File: src/ais_pkg.sv
// Constants and types shared by the analog input scaling block.
// Assumes a 32-bit AXI4-Lite register bus; register indices are word numbers.
package ais_pkg;

	// Register indices; byte address is four times the index
	localparam logic [13:0] AIS_IDX_CH1_RANGE = 14'h0410;
	localparam logic [13:0] AIS_IDX_CH1_GAIN = 14'h0411;
	localparam logic [13:0] AIS_IDX_CH1_BIAS = 14'h0412;
	localparam logic [13:0] AIS_IDX_CH3_RANGE = 14'h0413;
	localparam logic [13:0] AIS_IDX_CH3_FUNC = 14'h0414;
	localparam logic [13:0] AIS_IDX_CH3_GAIN = 14'h0415;
	localparam logic [13:0] AIS_IDX_CH3_BIAS = 14'h0416;
	localparam logic [13:0] AIS_IDX_CH2_RANGE = 14'h0417;
	localparam logic [13:0] AIS_IDX_CH2_FUNC = 14'h0418;
	localparam logic [13:0] AIS_IDX_CH2_GAIN = 14'h0419;
	localparam logic [13:0] AIS_IDX_CH2_BIAS = 14'h041A;
	// Read-only readback of the latest scaled results
	localparam logic [13:0] AIS_IDX_CH1_RESULT = 14'h0420;
	localparam logic [13:0] AIS_IDX_CH2_RESULT = 14'h0421;
	localparam logic [13:0] AIS_IDX_CH3_RESULT = 14'h0422;

	// Word index taken from the byte address
	localparam int AIS_IDX_LSB = 2;
	localparam int AIS_IDX_MSB = 15;

	// Channel slots in the per-channel arrays
	localparam int AIS_CH1 = 0;
	localparam int AIS_CH2 = 1;
	localparam int AIS_CH3 = 2;
	localparam int AIS_NCH = 3;

	// Signal range codes
	typedef enum logic [1:0]
	{
		AIS_RANGE_UNIPOLAR = 2'b00,
		AIS_RANGE_BIPOLAR = 2'b01,
		AIS_RANGE_CURRENT = 2'b10
	} ais_range_t;

	// Gain and bias in 0.1 % steps, signed 16 bits
	localparam logic signed [15:0] AIS_GAIN_MIN = 16'sh0000;
	localparam logic signed [15:0] AIS_GAIN_MAX = 16'sh2710;
	localparam logic signed [15:0] AIS_GAIN_RESET = 16'sh03E8;
	localparam logic signed [15:0] AIS_BIAS_MIN = -16'sh03E8;
	localparam logic signed [15:0] AIS_BIAS_MAX = 16'sh03E8;
	localparam logic signed [15:0] AIS_BIAS_RESET = 16'sh0000;

	// Function selection codes
	localparam logic [15:0] AIS_CH3_FUNC_A = 16'h0002;
	localparam logic [15:0] AIS_CH3_FUNC_B = 16'h0003;
	localparam logic [15:0] AIS_CH3_FUNC_C = 16'h000E;
	localparam logic [15:0] AIS_CH3_FUNC_RESET = 16'h0002;
	localparam logic [15:0] AIS_CH2_FUNC_MAX = 16'h001F;
	localparam logic [15:0] AIS_CH2_FUNC_RESET = 16'h0003;
	localparam logic [15:0] AIS_RANGE_RESET = 16'h0000;

	// Converter full scale (10 V or 20 mA) as a power of two in counts
	localparam int AIS_FS_SHIFT = 12;

	// AXI4-Lite response codes
	localparam logic [1:0] AIS_RESP_OKAY = 2'b00;
	localparam logic [1:0] AIS_RESP_SLVERR = 2'b10;

endpackage

File: src/ais_top.sv
// Register file, AXI4-Lite slave and scaling of the three option-card inputs.
// Assumes converter samples on clk and a single AXI4-Lite master.
//
// Local design decision: the AXI4-Lite interface to the registers.
`timescale 1ns/10ps

// What this block does
// - Channel 1 range: 0 unipolar, 1 bipolar.
// - Channel 3 range: 0 unipolar, 1 bipolar.
// - Channel 2 range: voltage, bipolar, or 4-20 mA.
// - Channel 1 gain: level at 10 V.
// - Channel 1 bias: level at 0 V.
// - Channel 3 function only 2, 3, 14.
// - Channel 3 gain: level at 10 V.
// - Channel 3 bias: level at 0 V.
// - Channel 2 function 0 to 1F, default 3.
// - Channel 2 gain/bias at full/zero input.
module ais_top
	import ais_pkg::*;
#(
	parameter int SAMPLE_W = 16,
	parameter int RESULT_W = 32
)
(
	input wire logic clk, // System clock, 20 MHz
	input wire logic rst, // Async reset, active high
	// AXI4-Lite write address
	input wire logic [15:0] awaddr, // Byte address
	input wire logic awvalid, // Address valid
	output logic awready, // Address taken
	// AXI4-Lite write data
	input wire logic [31:0] wdata, // Write data
	input wire logic [3:0] wstrb, // Byte strobes
	input wire logic wvalid, // Data valid
	output logic wready, // Data taken
	// AXI4-Lite write response
	output logic [1:0] bresp, // Write response
	output logic bvalid, // Response valid
	input wire logic bready, // Response taken
	// AXI4-Lite read address
	input wire logic [15:0] araddr, // Byte address
	input wire logic arvalid, // Address valid
	output logic arready, // Address taken
	// AXI4-Lite read data
	output logic [31:0] rdata, // Read data
	output logic [1:0] rresp, // Read response
	output logic rvalid, // Data valid
	input wire logic rready, // Data taken
	// Converter samples
	input wire logic signed [SAMPLE_W-1:0] ch1Sample, // Channel 1 counts
	input wire logic ch1SampleValid, // Channel 1 strobe
	input wire logic signed [SAMPLE_W-1:0] ch2Sample, // Channel 2 counts
	input wire logic ch2SampleValid, // Channel 2 strobe
	input wire logic signed [SAMPLE_W-1:0] ch3Sample, // Channel 3 counts
	input wire logic ch3SampleValid, // Channel 3 strobe
	// Scaled results and configuration
	output logic signed [RESULT_W-1:0] ch1FreqRef, // Percent of max_output_frequency
	output logic ch1FreqRefValid, // Channel 1 result strobe
	output logic signed [RESULT_W-1:0] ch2Level, // Percent of channel 2 function
	output logic ch2LevelValid, // Channel 2 result strobe
	output logic signed [RESULT_W-1:0] ch3Level, // Percent of channel 3 function
	output logic ch3LevelValid, // Channel 3 result strobe
	output logic [4:0] ch2Function, // Channel 2 function code
	output logic [3:0] ch3Function, // Channel 3 function code
	output logic ch2CurrentMode // Channel 2 set for current input
);

	// Configuration held per channel
	ais_range_t chRange [AIS_NCH];
	logic signed [15:0] chGain [AIS_NCH];
	logic signed [15:0] chBias [AIS_NCH];
	logic [15:0] ch2FunctionSel;
	logic [15:0] ch3FunctionSel;

	// Scaler outputs
	logic signed [RESULT_W-1:0] scaled [AIS_NCH];
	logic scaledValid [AIS_NCH];
	logic signed [SAMPLE_W-1:0] samples [AIS_NCH];
	logic sampleValids [AIS_NCH];

	// Latest results for readback
	logic signed [RESULT_W-1:0] lastResult [AIS_NCH];

	// Write channel holding state
	logic awHeld;
	logic wHeld;
	logic [13:0] wrIdx;
	logic [31:0] wrData;
	logic [3:0] wrStrb;
	logic doWrite;
	logic [15:0] wrOld;
	logic [15:0] wrMerged;
	logic wrMapped;
	logic wrLegal;

	// Read path
	logic [13:0] rdIdx;
	logic [31:0] rdWord;
	logic rdMapped;

	assign samples[AIS_CH1] = ch1Sample;
	assign samples[AIS_CH2] = ch2Sample;
	assign samples[AIS_CH3] = ch3Sample;
	assign sampleValids[AIS_CH1] = ch1SampleValid;
	assign sampleValids[AIS_CH2] = ch2SampleValid;
	assign sampleValids[AIS_CH3] = ch3SampleValid;

	// Byte-lane merge of the low halfword; upper lanes hold no register bits
	function automatic logic [15:0] mergeHalf(input logic [15:0] old,
		input logic [31:0] data, input logic [3:0] strb);
		logic [15:0] merged;
		merged = old;
		if (strb[0])
			merged[7:0] = data[7:0];
		if (strb[1])
			merged[15:8] = data[15:8];
		return merged;
	endfunction

	// Write takes place once both address and data are held
	assign doWrite = awHeld && wHeld && !bvalid;

	// Current value of the register being written, for partial strobes
	always_comb
	begin
		wrOld = '0;
		wrMapped = 1'b1;
		unique case (wrIdx)
			AIS_IDX_CH1_RANGE: wrOld = {14'h0000, chRange[AIS_CH1]};
			AIS_IDX_CH1_GAIN: wrOld = chGain[AIS_CH1];
			AIS_IDX_CH1_BIAS: wrOld = chBias[AIS_CH1];
			AIS_IDX_CH3_RANGE: wrOld = {14'h0000, chRange[AIS_CH3]};
			AIS_IDX_CH3_FUNC: wrOld = ch3FunctionSel;
			AIS_IDX_CH3_GAIN: wrOld = chGain[AIS_CH3];
			AIS_IDX_CH3_BIAS: wrOld = chBias[AIS_CH3];
			AIS_IDX_CH2_RANGE: wrOld = {14'h0000, chRange[AIS_CH2]};
			AIS_IDX_CH2_FUNC: wrOld = ch2FunctionSel;
			AIS_IDX_CH2_GAIN: wrOld = chGain[AIS_CH2];
			AIS_IDX_CH2_BIAS: wrOld = chBias[AIS_CH2];
			default: wrMapped = 1'b0;
		endcase
	end

	assign wrMerged = mergeHalf(wrOld, wrData, wrStrb);

	// Out-of-range settings are refused whole, keeping the old value
	always_comb
	begin
		wrLegal = 1'b0;
		unique case (wrIdx)
			AIS_IDX_CH1_RANGE, AIS_IDX_CH3_RANGE:
				wrLegal = wrMerged <= 16'(AIS_RANGE_BIPOLAR);
			AIS_IDX_CH2_RANGE:
				wrLegal = wrMerged <= 16'(AIS_RANGE_CURRENT);
			AIS_IDX_CH3_FUNC:
				wrLegal = wrMerged == AIS_CH3_FUNC_A || wrMerged == AIS_CH3_FUNC_B
					|| wrMerged == AIS_CH3_FUNC_C;
			AIS_IDX_CH2_FUNC:
				wrLegal = wrMerged <= AIS_CH2_FUNC_MAX;
			AIS_IDX_CH1_GAIN, AIS_IDX_CH3_GAIN, AIS_IDX_CH2_GAIN:
				wrLegal = $signed(wrMerged) >= AIS_GAIN_MIN
					&& $signed(wrMerged) <= AIS_GAIN_MAX;
			AIS_IDX_CH1_BIAS, AIS_IDX_CH3_BIAS, AIS_IDX_CH2_BIAS:
				wrLegal = $signed(wrMerged) >= AIS_BIAS_MIN
					&& $signed(wrMerged) <= AIS_BIAS_MAX;
			default: wrLegal = 1'b0;
		endcase
	end

	// Write address and data channels, taken in either order
	always_ff @(posedge clk or posedge rst)
	begin
		if (rst)
		begin
			awready <= 1'b1;
			wready <= 1'b1;
			awHeld <= 1'b0;
			wHeld <= 1'b0;
			wrIdx <= '0;
			wrData <= '0;
			wrStrb <= '0;
		end
		else
		begin
			if (awvalid && awready)
			begin
				awHeld <= 1'b1;
				awready <= 1'b0;
				wrIdx <= awaddr[AIS_IDX_MSB:AIS_IDX_LSB];
			end
			if (wvalid && wready)
			begin
				wHeld <= 1'b1;
				wready <= 1'b0;
				wrData <= wdata;
				wrStrb <= wstrb;
			end
			// Reopen both channels only once the response is taken
			if (bvalid && bready)
			begin
				awHeld <= 1'b0;
				wHeld <= 1'b0;
				awready <= 1'b1;
				wready <= 1'b1;
			end
		end
	end

	// Write response; refused or unmapped writes answer SLVERR
	always_ff @(posedge clk or posedge rst)
	begin
		if (rst)
		begin
			bvalid <= 1'b0;
			bresp <= AIS_RESP_OKAY;
		end
		else if (doWrite)
		begin
			bvalid <= 1'b1;
			bresp <= (wrMapped && wrLegal) ? AIS_RESP_OKAY : AIS_RESP_SLVERR;
		end
		else if (bvalid && bready)
		begin
			bvalid <= 1'b0;
		end
	end

	// Configuration registers
	always_ff @(posedge clk or posedge rst)
	begin
		if (rst)
		begin
			for (int c = 0; c < AIS_NCH; c++)
			begin
				chRange[c] <= AIS_RANGE_UNIPOLAR;
				chGain[c] <= AIS_GAIN_RESET;
				chBias[c] <= AIS_BIAS_RESET;
			end
			ch3FunctionSel <= AIS_CH3_FUNC_RESET;
			ch2FunctionSel <= AIS_CH2_FUNC_RESET;
		end
		else if (doWrite && wrMapped && wrLegal)
		begin
			unique case (wrIdx)
				AIS_IDX_CH1_RANGE: chRange[AIS_CH1] <= ais_range_t'(wrMerged[1:0]);
				AIS_IDX_CH1_GAIN: chGain[AIS_CH1] <= wrMerged;
				AIS_IDX_CH1_BIAS: chBias[AIS_CH1] <= wrMerged;
				AIS_IDX_CH3_RANGE: chRange[AIS_CH3] <= ais_range_t'(wrMerged[1:0]);
				AIS_IDX_CH3_FUNC: ch3FunctionSel <= wrMerged;
				AIS_IDX_CH3_GAIN: chGain[AIS_CH3] <= wrMerged;
				AIS_IDX_CH3_BIAS: chBias[AIS_CH3] <= wrMerged;
				AIS_IDX_CH2_RANGE: chRange[AIS_CH2] <= ais_range_t'(wrMerged[1:0]);
				AIS_IDX_CH2_FUNC: ch2FunctionSel <= wrMerged;
				AIS_IDX_CH2_GAIN: chGain[AIS_CH2] <= wrMerged;
				AIS_IDX_CH2_BIAS: chBias[AIS_CH2] <= wrMerged;
				default: ;
			endcase
		end
	end

	// Register view of configuration for the surrounding logic
	always_ff @(posedge clk or posedge rst)
	begin
		if (rst)
		begin
			ch2Function <= AIS_CH2_FUNC_RESET[4:0];
			ch3Function <= AIS_CH3_FUNC_RESET[3:0];
			ch2CurrentMode <= 1'b0;
		end
		else
		begin
			ch2Function <= ch2FunctionSel[4:0];
			ch3Function <= ch3FunctionSel[3:0];
			// Front end must also be switched by hand; this only reports it
			ch2CurrentMode <= chRange[AIS_CH2] == AIS_RANGE_CURRENT;
		end
	end

	// One scaler per channel
	generate
		for (genvar c = 0; c < AIS_NCH; c++)
		begin : gScale
			ais_scale_channel #(
				.SAMPLE_W(SAMPLE_W),
				.RESULT_W(RESULT_W),
				.FS_SHIFT(AIS_FS_SHIFT)
			) uScale (
				.clk(clk),
				.rst(rst),
				.sample(samples[c]),
				.sampleValid(sampleValids[c]),
				.rangeSel(chRange[c]),
				.gain(chGain[c]),
				.bias(chBias[c]),
				.result(scaled[c]),
				.resultValid(scaledValid[c])
			);
		end
	endgenerate

	// Result outputs and readback copies, refreshed on each new result
	always_ff @(posedge clk or posedge rst)
	begin
		if (rst)
		begin
			for (int c = 0; c < AIS_NCH; c++)
				lastResult[c] <= '0;
			ch1FreqRefValid <= 1'b0;
			ch2LevelValid <= 1'b0;
			ch3LevelValid <= 1'b0;
		end
		else
		begin
			for (int c = 0; c < AIS_NCH; c++)
				if (scaledValid[c])
					lastResult[c] <= scaled[c];
			ch1FreqRefValid <= scaledValid[AIS_CH1];
			ch2LevelValid <= scaledValid[AIS_CH2];
			ch3LevelValid <= scaledValid[AIS_CH3];
		end
	end

	assign ch1FreqRef = lastResult[AIS_CH1];
	assign ch2Level = lastResult[AIS_CH2];
	assign ch3Level = lastResult[AIS_CH3];

	// Read decode; narrow registers sit in the low bits, upper bits zero
	assign rdIdx = araddr[AIS_IDX_MSB:AIS_IDX_LSB];

	always_comb
	begin
		rdWord = '0;
		rdMapped = 1'b1;
		unique case (rdIdx)
			AIS_IDX_CH1_RANGE: rdWord = {30'h00000000, chRange[AIS_CH1]};
			AIS_IDX_CH1_GAIN: rdWord = {16'h0000, chGain[AIS_CH1]};
			AIS_IDX_CH1_BIAS: rdWord = {16'h0000, chBias[AIS_CH1]};
			AIS_IDX_CH3_RANGE: rdWord = {30'h00000000, chRange[AIS_CH3]};
			AIS_IDX_CH3_FUNC: rdWord = {16'h0000, ch3FunctionSel};
			AIS_IDX_CH3_GAIN: rdWord = {16'h0000, chGain[AIS_CH3]};
			AIS_IDX_CH3_BIAS: rdWord = {16'h0000, chBias[AIS_CH3]};
			AIS_IDX_CH2_RANGE: rdWord = {30'h00000000, chRange[AIS_CH2]};
			AIS_IDX_CH2_FUNC: rdWord = {16'h0000, ch2FunctionSel};
			AIS_IDX_CH2_GAIN: rdWord = {16'h0000, chGain[AIS_CH2]};
			AIS_IDX_CH2_BIAS: rdWord = {16'h0000, chBias[AIS_CH2]};
			AIS_IDX_CH1_RESULT: rdWord = 32'(lastResult[AIS_CH1]);
			AIS_IDX_CH2_RESULT: rdWord = 32'(lastResult[AIS_CH2]);
			AIS_IDX_CH3_RESULT: rdWord = 32'(lastResult[AIS_CH3]);
			default: rdMapped = 1'b0;
		endcase
	end

	// Read channel; one read in flight, answered the cycle after the address
	always_ff @(posedge clk or posedge rst)
	begin
		if (rst)
		begin
			arready <= 1'b1;
			rvalid <= 1'b0;
			rdata <= '0;
			rresp <= AIS_RESP_OKAY;
		end
		else if (arvalid && arready)
		begin
			arready <= 1'b0;
			rvalid <= 1'b1;
			rdata <= rdWord;
			rresp <= rdMapped ? AIS_RESP_OKAY : AIS_RESP_SLVERR;
		end
		else if (rvalid && rready)
		begin
			rvalid <= 1'b0;
			arready <= 1'b1;
		end
	end

endmodule // ais_top

File: src/ais_scale_channel.sv
// One channel of linear scaling from converter counts to percent of function.
// Assumes samples arrive on clk from converter logic in the same domain.
`timescale 1ns/10ps
module ais_scale_channel
	import ais_pkg::*;
#(
	parameter int SAMPLE_W = 16,
	parameter int RESULT_W = 32,
	parameter int FS_SHIFT = AIS_FS_SHIFT
)
(
	input wire logic clk, // System clock
	input wire logic rst, // Async reset, active high
	input wire logic signed [SAMPLE_W-1:0] sample, // Converter counts
	input wire logic sampleValid, // Sample strobe
	input wire ais_range_t rangeSel, // Signal range of this channel
	input wire logic signed [15:0] gain, // Level at full-scale input
	input wire logic signed [15:0] bias, // Level at zero input
	output logic signed [RESULT_W-1:0] result, // Scaled level, 0.1 % steps
	output logic resultValid // Result strobe
);

	localparam int PROD_W = SAMPLE_W + 17;

	logic signed [16:0] span;
	logic signed [SAMPLE_W-1:0] clampSample;
	logic signed [PROD_W-1:0] product;
	logic signed [PROD_W-1:0] shifted;
	logic signed [15:0] biasHeld;
	logic productValid;

	// Slope between the zero point and the full-scale point
	assign span = {gain[15], gain} - {bias[15], bias};

	// Unipolar and current inputs cannot go below zero; bipolar extrapolates
	always_comb
	begin
		clampSample = sample;
		if (rangeSel != AIS_RANGE_BIPOLAR && sample < 0)
			clampSample = '0;
	end

	// Stage one: product of slope and sample
	always_ff @(posedge clk or posedge rst)
	begin
		if (rst)
		begin
			product <= '0;
			biasHeld <= '0;
			productValid <= 1'b0;
		end
		else
		begin
			product <= span * clampSample;
			biasHeld <= bias;
			productValid <= sampleValid;
		end
	end

	assign shifted = product >>> FS_SHIFT;

	// Stage two: offset by the bias point
	always_ff @(posedge clk or posedge rst)
	begin
		if (rst)
		begin
			result <= '0;
			resultValid <= 1'b0;
		end
		else
		begin
			result <= shifted[RESULT_W-1:0] + {{(RESULT_W-16){biasHeld[15]}}, biasHeld};
			resultValid <= productValid;
		end
	end

endmodule // ais_scale_channel

File: config.mk
export PLATFORM = sky130hd
export DESIGN_NAME = ais_top
export DESIGN_NICKNAME = d
export VERILOG_FILES = /design/src/ais_pkg.sv /design/src/ais_top.sv /design/src/ais_scale_channel.sv
export SDC_FILE = /design/constraint.sdc
export NUM_CORES = 2
export LEC_CHECK = 0
export BUFFER_PORTS_ARGS = -buffer_cell sky130_fd_sc_hd__buf_2
export CAP_MARGIN = 10
export CORE_MARGIN = 1.5
export CORE_UTILIZATION = 45
export CTS_CLUSTER_DIAMETER = 60
export DETAILED_ROUTE_END_ITERATION = 8
export SLEW_MARGIN = 25
export SYNTH_ARGS = -nofsm -noshare
export SYNTH_HDL_FRONTEND = slang
export SYNTH_SLANG_ARGS = --single-unit
export TNS_END_PERCENT = 5
File: constraint.sdc
create_clock -name clk -period 12.9 [get_ports clk]
set_input_delay 0.645 -clock clk [delete_from_list [all_inputs] [get_ports clk]]
set_output_delay 0.645 -clock clk [all_outputs]
set_load 0.02 [all_outputs]
**Yosys cells after proc, flatten, opt, wreduce, memory -nomap -nowiden**

Cells that the tools add are included.

- Bits in read-only memories: 0
- Register bits: 567
- Memories: 0
- Input port bits: 126
- RAM bits: 0
- Word-level logic and storage cells: 163
- Latch bits: 0

- Equal/unequal tests: 32
- Bitwise logic cells: 0
- $add $sub $neg: 6
- Reductions and logical operators: 38
- $mul: 3
- Muxes and demuxes: 26
- Magnitude comparators: 10
- Shift-type cells: 0
- Divide/modulo/power cells: 0

Operators by type and width:

| operator | number |
|---|---|
| one-hot mux 32 bit (14 select lines) | 1 |
| == test 14 x 11 -> 1 bit, second input constant | 25 |
| one-hot mux 16 bit (11 select lines) | 1 |
| multiplier 17 x 16 -> 33 bit | 3 |
| adder 21 x 16 -> 22 bit | 3 |
| subtractor 16 x 16 -> 17 bit | 3 |
| less-than comparator 16 x 1 -> 1 bit, second input constant | 3 |
| two-way mux 16 bit | 3 |
| == test 16 x 2 -> 1 bit, second input constant | 2 |
| AND reduction 2 bit | 11 |
| == test 16 x 4 -> 1 bit, second input constant | 1 |
| >= comparator 16 x 1 -> 1 bit, second input constant | 1 |
| >= comparator 16 x 11 -> 1 bit, second input constant | 1 |
| less-or-equal comparator 16 x 1 -> 1 bit, second input constant | 1 |
| less-or-equal comparator 16 x 11 -> 1 bit, second input constant | 1 |
| less-or-equal comparator 16 x 15 -> 1 bit, second input constant | 1 |
| less-or-equal comparator 16 x 2 -> 1 bit, second input constant | 1 |
| less-or-equal comparator 16 x 5 -> 1 bit, second input constant | 1 |
| two-way mux 1 bit | 16 |
| two-way mux 8 bit | 2 |
| logical AND 1 bit | 15 |
| OR reduction 14 bit | 1 |
| OR reduction 11 bit | 1 |
| nonzero test 2 bit | 4 |
| other kinds (8) | 13 |

**Logic depth before layout (Yosys ltp)**

- Depth after elaboration: 9
- Gate-level depth with buffers: 37
- Gate-level depth less buffers: 36

**By module**

From an unflattened synthesis, not the netlist that was laid out.

- Cell total of the unflattened synthesis: 5,758
- Area total of the unflattened synthesis: 56,320.3 um^2

By module, submodules not included:

| module | cells each | area an instance (um^2) | instances |
|---|---|---|---|
| ais_top | 1,269 | 15,546.2 | 1 |
| ais_scale_channel at gScale[1].uScale | 1,564 | 14,019.7 | 1 |
| ais_scale_channel at gScale[0].uScale | 1,459 | 13,407.9 | 1 |
| ais_scale_channel at gScale[2].uScale | 1,466 | 13,346.6 | 1 |

**Worst setup path after synthesis**

No wires, ideal clock.

- Path type: reg2reg
- Start: register chGain[0] (netlist name)
- End: register gScale[2].uScale.product[30]
- Path slack: 4.345 ns
- Stages on the path, launching flop included: 34
- Data arrival time: 8.433 ns
- Setup time: 0.123 ns
- Required time: 12.777 ns
- Clock period less this slack: 8.555 ns
- Buffers on the path: 0
- Cell sequence: dfrtp_1 -> inv_1 -> ha_1 -> fa_1 -> nor2b_1 -> o21ai_0 -> a21boi_0 -> o21ai_0 -> a21boi_0 -> o21ai_0 -> a21oi_1 -> o41ai_1 -> o21ai_0 -> a211oi_1 -> nand2_1 -> fa_1 -> fa_1 -> fa_1 -> fa_1 -> inv_1 -> fa_1 -> inv_1 -> fa_1 -> inv_1 -> ha_1 -> o21ai_0 -> nand2b_1 -> nand4_1 -> o21ai_0 -> nand3_1 -> a311oi_1 -> a311o_1 -> a21oi_1 -> xnor2_1

- Longest elaborated chain between the ends: 2

RTL lines:

| element | RTL line | RTL |
|---|---|---|
| from (decl) | ais_top.sv:70 | `logic signed [15:0] chGain [AIS_NCH];` |
| from (signal, indexed assignment) | ais_top.sv:246 | `AIS_IDX_CH1_GAIN: chGain[AIS_CH1] <= wrMerged;` |
| from (signal, indexed assignment) | ais_top.sv:250 | `AIS_IDX_CH3_GAIN: chGain[AIS_CH3] <= wrMerged;` |
| from (signal, indexed assignment) | ais_top.sv:254 | `AIS_IDX_CH2_GAIN: chGain[AIS_CH2] <= wrMerged;` |
| subtractor 16 x 16 -> 17 bit | ais_scale_channel.sv:33 | `assign span = {gain[15], gain} - {bias[15], bias};` |
| multiplier 17 x 16 -> 33 bit | ais_scale_channel.sv:54 | `product <= span * clampSample;` |
| to (signal assigned) | ais_scale_channel.sv:54 |  |
| to (decl) | ais_scale_channel.sv:27 | `logic signed [PROD_W-1:0] product;` |

No other way between the ends.
A chain may end at the register's enable or synchronous reset.

**Worst setup path after layout**

- Start: register chBias[0] (netlist name)
- End: register gScale[2].uScale.product[32]

- Longest elaborated chain between the ends: 2

RTL lines:

| element | RTL line | RTL |
|---|---|---|
| from (decl) | ais_top.sv:71 | `logic signed [15:0] chBias [AIS_NCH];` |
| from (signal, indexed assignment) | ais_top.sv:247 | `AIS_IDX_CH1_BIAS: chBias[AIS_CH1] <= wrMerged;` |
| from (signal, indexed assignment) | ais_top.sv:251 | `AIS_IDX_CH3_BIAS: chBias[AIS_CH3] <= wrMerged;` |
| from (signal, indexed assignment) | ais_top.sv:255 | `AIS_IDX_CH2_BIAS: chBias[AIS_CH2] <= wrMerged;` |
| subtractor 16 x 16 -> 17 bit | ais_scale_channel.sv:33 |  |
| multiplier 17 x 16 -> 33 bit | ais_scale_channel.sv:54 |  |

No other way between the ends.

==> results.json <==
{
  "drc": 0,
  "drt-total-wl_mm": 164,
  "fin_crit_sh_pct": 81.4,
  "ctsHoldBuffers": 0,
  "setup-violations-final": 0,
  "crit_path_max_fanout": 9,
  "ctsResizeCount": 0,
  "cap_violations": 0,
  "path_buf_inv": 3,
  "antenna_found_initial": 12,
  "grt_max_degree": 156,
  "initial_core_util_pct": 45.5,
  "place_area_um2": 55800,
  "dieArea_um2": 120000,
  "grt_setup_unrepaired": "no",
  "htree_levels": 2,
  "cp_num_cells": 32,
  "regToRegSetupSlack_ns": 2.40,
  "worstSetupPathType": "flop to flop",
  "drive_gt1_share_pct": 12.3,
  "synth_ff_type": "dfrtp_1",
  "cp_top_family": "compound AO/OA/AOI/OAI gates",
  "fmax_mhz": 95.2,
  "grt_use_total_pct": 27.7,
  "synth_cell_types": 92,
  "synth.avg_cell_area_um2": 9.66,
  "ys_ff_latch": 459,
  "p_per_area_nw_per_um2": 70.3,
  "ir_drop_uv": 115,
  "dr.pass1.iters": 6,
  "core_area_um2": 116000,
  "cp-end-kind": "flop",
  "wl_per_cell_um": 22.7,
  "period_needed_ns": 10.50,
  "report.final.slew_viol_count": 0,
  "cp-start-kind": "flop",
  "max_stage_delay_ns": 0.83,
  "r2r-end": "gScale[2].uScale.product[32]",
  "slew_headroom_pct": 21.9,
  "io_buffers": 251,
  "ioPinCount": 276,
  "ys_seq_area_share_pct": 21.8,
  "tightest_slew_ns": 1.16,
  "routabilityCongestion": 0.970,
  "cts_tree": "yes",
  "worst_path_most_repeated_cell": "fa_1",
  "ant_nets": 0,
  "rr_startpoint": "chBias[0]",
  "die_h_um": 346,
  "fin_area_um2": 57800,
  "synth_edf_count": 0,
  "critPathSlowestCell": "a211oi_2",
  "vias": 39900,
  "fin_skew_ns": 0.0785,
  "post-cts-setup-buffers": 0,
  "min_path_type": "input pin to async pin",
  "ys_async_sr_fraction_pct": 100,
  "layout.nets": 6965,
  "rr_worst_depth": 32,
  "synthCells": 5480,
  "p_leak_nw": 29.9,
  "top_layer": "met5",
  "dp_hpwl_mm": 135,
  "viasPerCell": 5.51,
  "drt-met1-wl_mm": 72.5,
  "routed-wl-met3_mm": 14.2,
  "clock-sinks": 459,
  "final_hold_viol_count": 0,
  "grt_pass1_vias": 39900,
  "fp-row-count": 125,
  "yosys_warnings": 0,
  "grt-ovfl-total": 0,
  "nFillCells": 11000,
  "cp.required_ns": 13.40,
  "cts_root_buffer": "clkbuf_16",
  "clk_pin_slew_worst_paths_ns": 0.07,
  "layout-area-overhead-vs-synth_pct": 9.26,
  "clk_latency_ns": 0.64,
  "setup_tns_ns": 0,
  "cp.arrival_ns": 11.01,
  "status": "finished, final reports clean",
  "drt-initial-drc-count": 3521,
  "die_x_um": 346,
  "syn_area_um2": 52900,
  "dr_wl_met2_mm": 73.0,
  "cts_made_buffers": 54,
  "cts_buffer_depth": 3,
  "grt_pass1_wl_mm": 249
}
## per-stage QoR
stage	total power, mW	setup slack [ns]	utilization (%)	hold WS [ns]	std cells
2_1_floorplan	2.06	4.34	-	0.331	5481
3_3_place_gp	2.40	2.68	47.9	0.335	7120
3_5_place_dp	2.41	2.50	47.9	0.335	7121
4_1_cts	4.07	2.44	49.6	0.0763	7223
5_1_grt	4.19	1.58	49.7	0.0860	7225
6_report	4.06	2.40	49.7	0.108	7233
## worst reg2reg max path, delay by kind of cell, from the launching register on
family | cells | cell delay, ns
compound gates | 14 | 4.86
xor+xnor | 1 | 0.15
fa+ha+maj | 9 | 3.93
buf+inv | 3 | 0.14
flops | 1 | 0.53
simple gates | 5 | 0.73
## cell families after synthesis
logic type	share of synthesized area [%]
AO/OA/AOI/OAI	7.36
XOR/XNOR	2.81
adder cells (fa/ha/maj)	39.8
buffers and inverters	9.29
flip-flops	21.8
multiplexers	5.08
other	0.00708
AND/OR/NAND/NOR	13.9
## Yosys cell counts (82+ instances only)
cell type	instances	area, um2
a21oi_1	104	521
and2_1	82	513
clkbuf_1	136	510
dfrtp_1	432	10800
fa_1	831	16600
ha_1	354	4430
inv_1	1038	3900
mux2_2	165	1860
nand2_1	531	1990
nor2_1	556	2090
nor3_1	91	455
o21ai_0	128	641
xnor2_1	122	1070
## report_power, final
part / internal, mW / switching [mW]
clock: 0.991 / 0.660
sequential: 1.51 / 0.0899
combinational: 0.218 / 0.600
total: 2.71 / 1.35
## how the worst max path moves through the flow
stage	to	startpoint	slack (ns)
6_report	gScale[2].uScale.product[32]	chBias[0]	2.40
5_1_grt	gScale[2].uScale.product[32]	chBias[2]	1.58
4_1_cts	gScale[2].uScale.product[30]	chBias[0]	2.44
3_5_place_dp	gScale[2].uScale.product[30]	chBias[0]	2.50
3_3_place_gp	gScale[2].uScale.product[32]	chBias[0]	2.68
2_1_floorplan	gScale[2].uScale.product[30]	chGain[0]	4.34
## placed cells by master, fill, tap and decap left out, drive strengths merged, types with 21 or more instances in the layout
master / n
a211oi: 28
a21o: 33
a21oi: 106
a222oi: 36
a22oi: 26
and2: 90
buf: 331
clkbuf: 67
dfrtp: 432
dfstp: 27
fa: 831
ha: 354
inv: 1041
mux2: 171
mux2i: 72
nand2: 531
nand2b: 68
nand3: 76
nor2: 557
nor2b: 31
nor3: 92
nor4: 30
o21a: 21
o21ai: 134
or2: 21
or3: 47
xnor2: 122
xor2: 48
## state kept, by name, indices dropped and copies added, names as in the netlist, 2 cells and up
signal / count
gScale.uScale.biasHeld: 48
gScale.uScale.result: 66
ch3Function: 4
chRange: 6
wrData: 16
wrIdx: 14
ch2Level: 22
ch1FreqRef: 22
gScale.uScale.product: 63
ch3FunctionSel: 16
chBias: 48
wrStrb: 2
gScale.uScale.productValid: 3
ch2Function: 5
gScale.uScale.resultValid: 3
rdata: 22
ch2FunctionSel: 16
chGain: 48
ch3Level: 22
## layout make-up
cell class              instances  area (um2)  share of cell area [%]
diodes                          9        22.5                  0.0389
clock buffers                  67        1480                    2.56
clock inverters                35         495                   0.857
inverters                    1039        3900                    6.75
multi-input cells            3769       36600                    63.3
flip-flops and latches        459       11500                    19.9
well taps                    1524        1910                    3.30
repair buffers                331        1910                    3.31
## layer usage
layer | vias to the layer above | track usage, %
met5 | - | 0
li1 | 17700 | -
met1 | 20400 | 40.5
met4 | 2 | 6.98
met3 | 198 | 5.00
met2 | 1633 | 42.3
No activity file was read; power rests on OpenSTA's default activity.
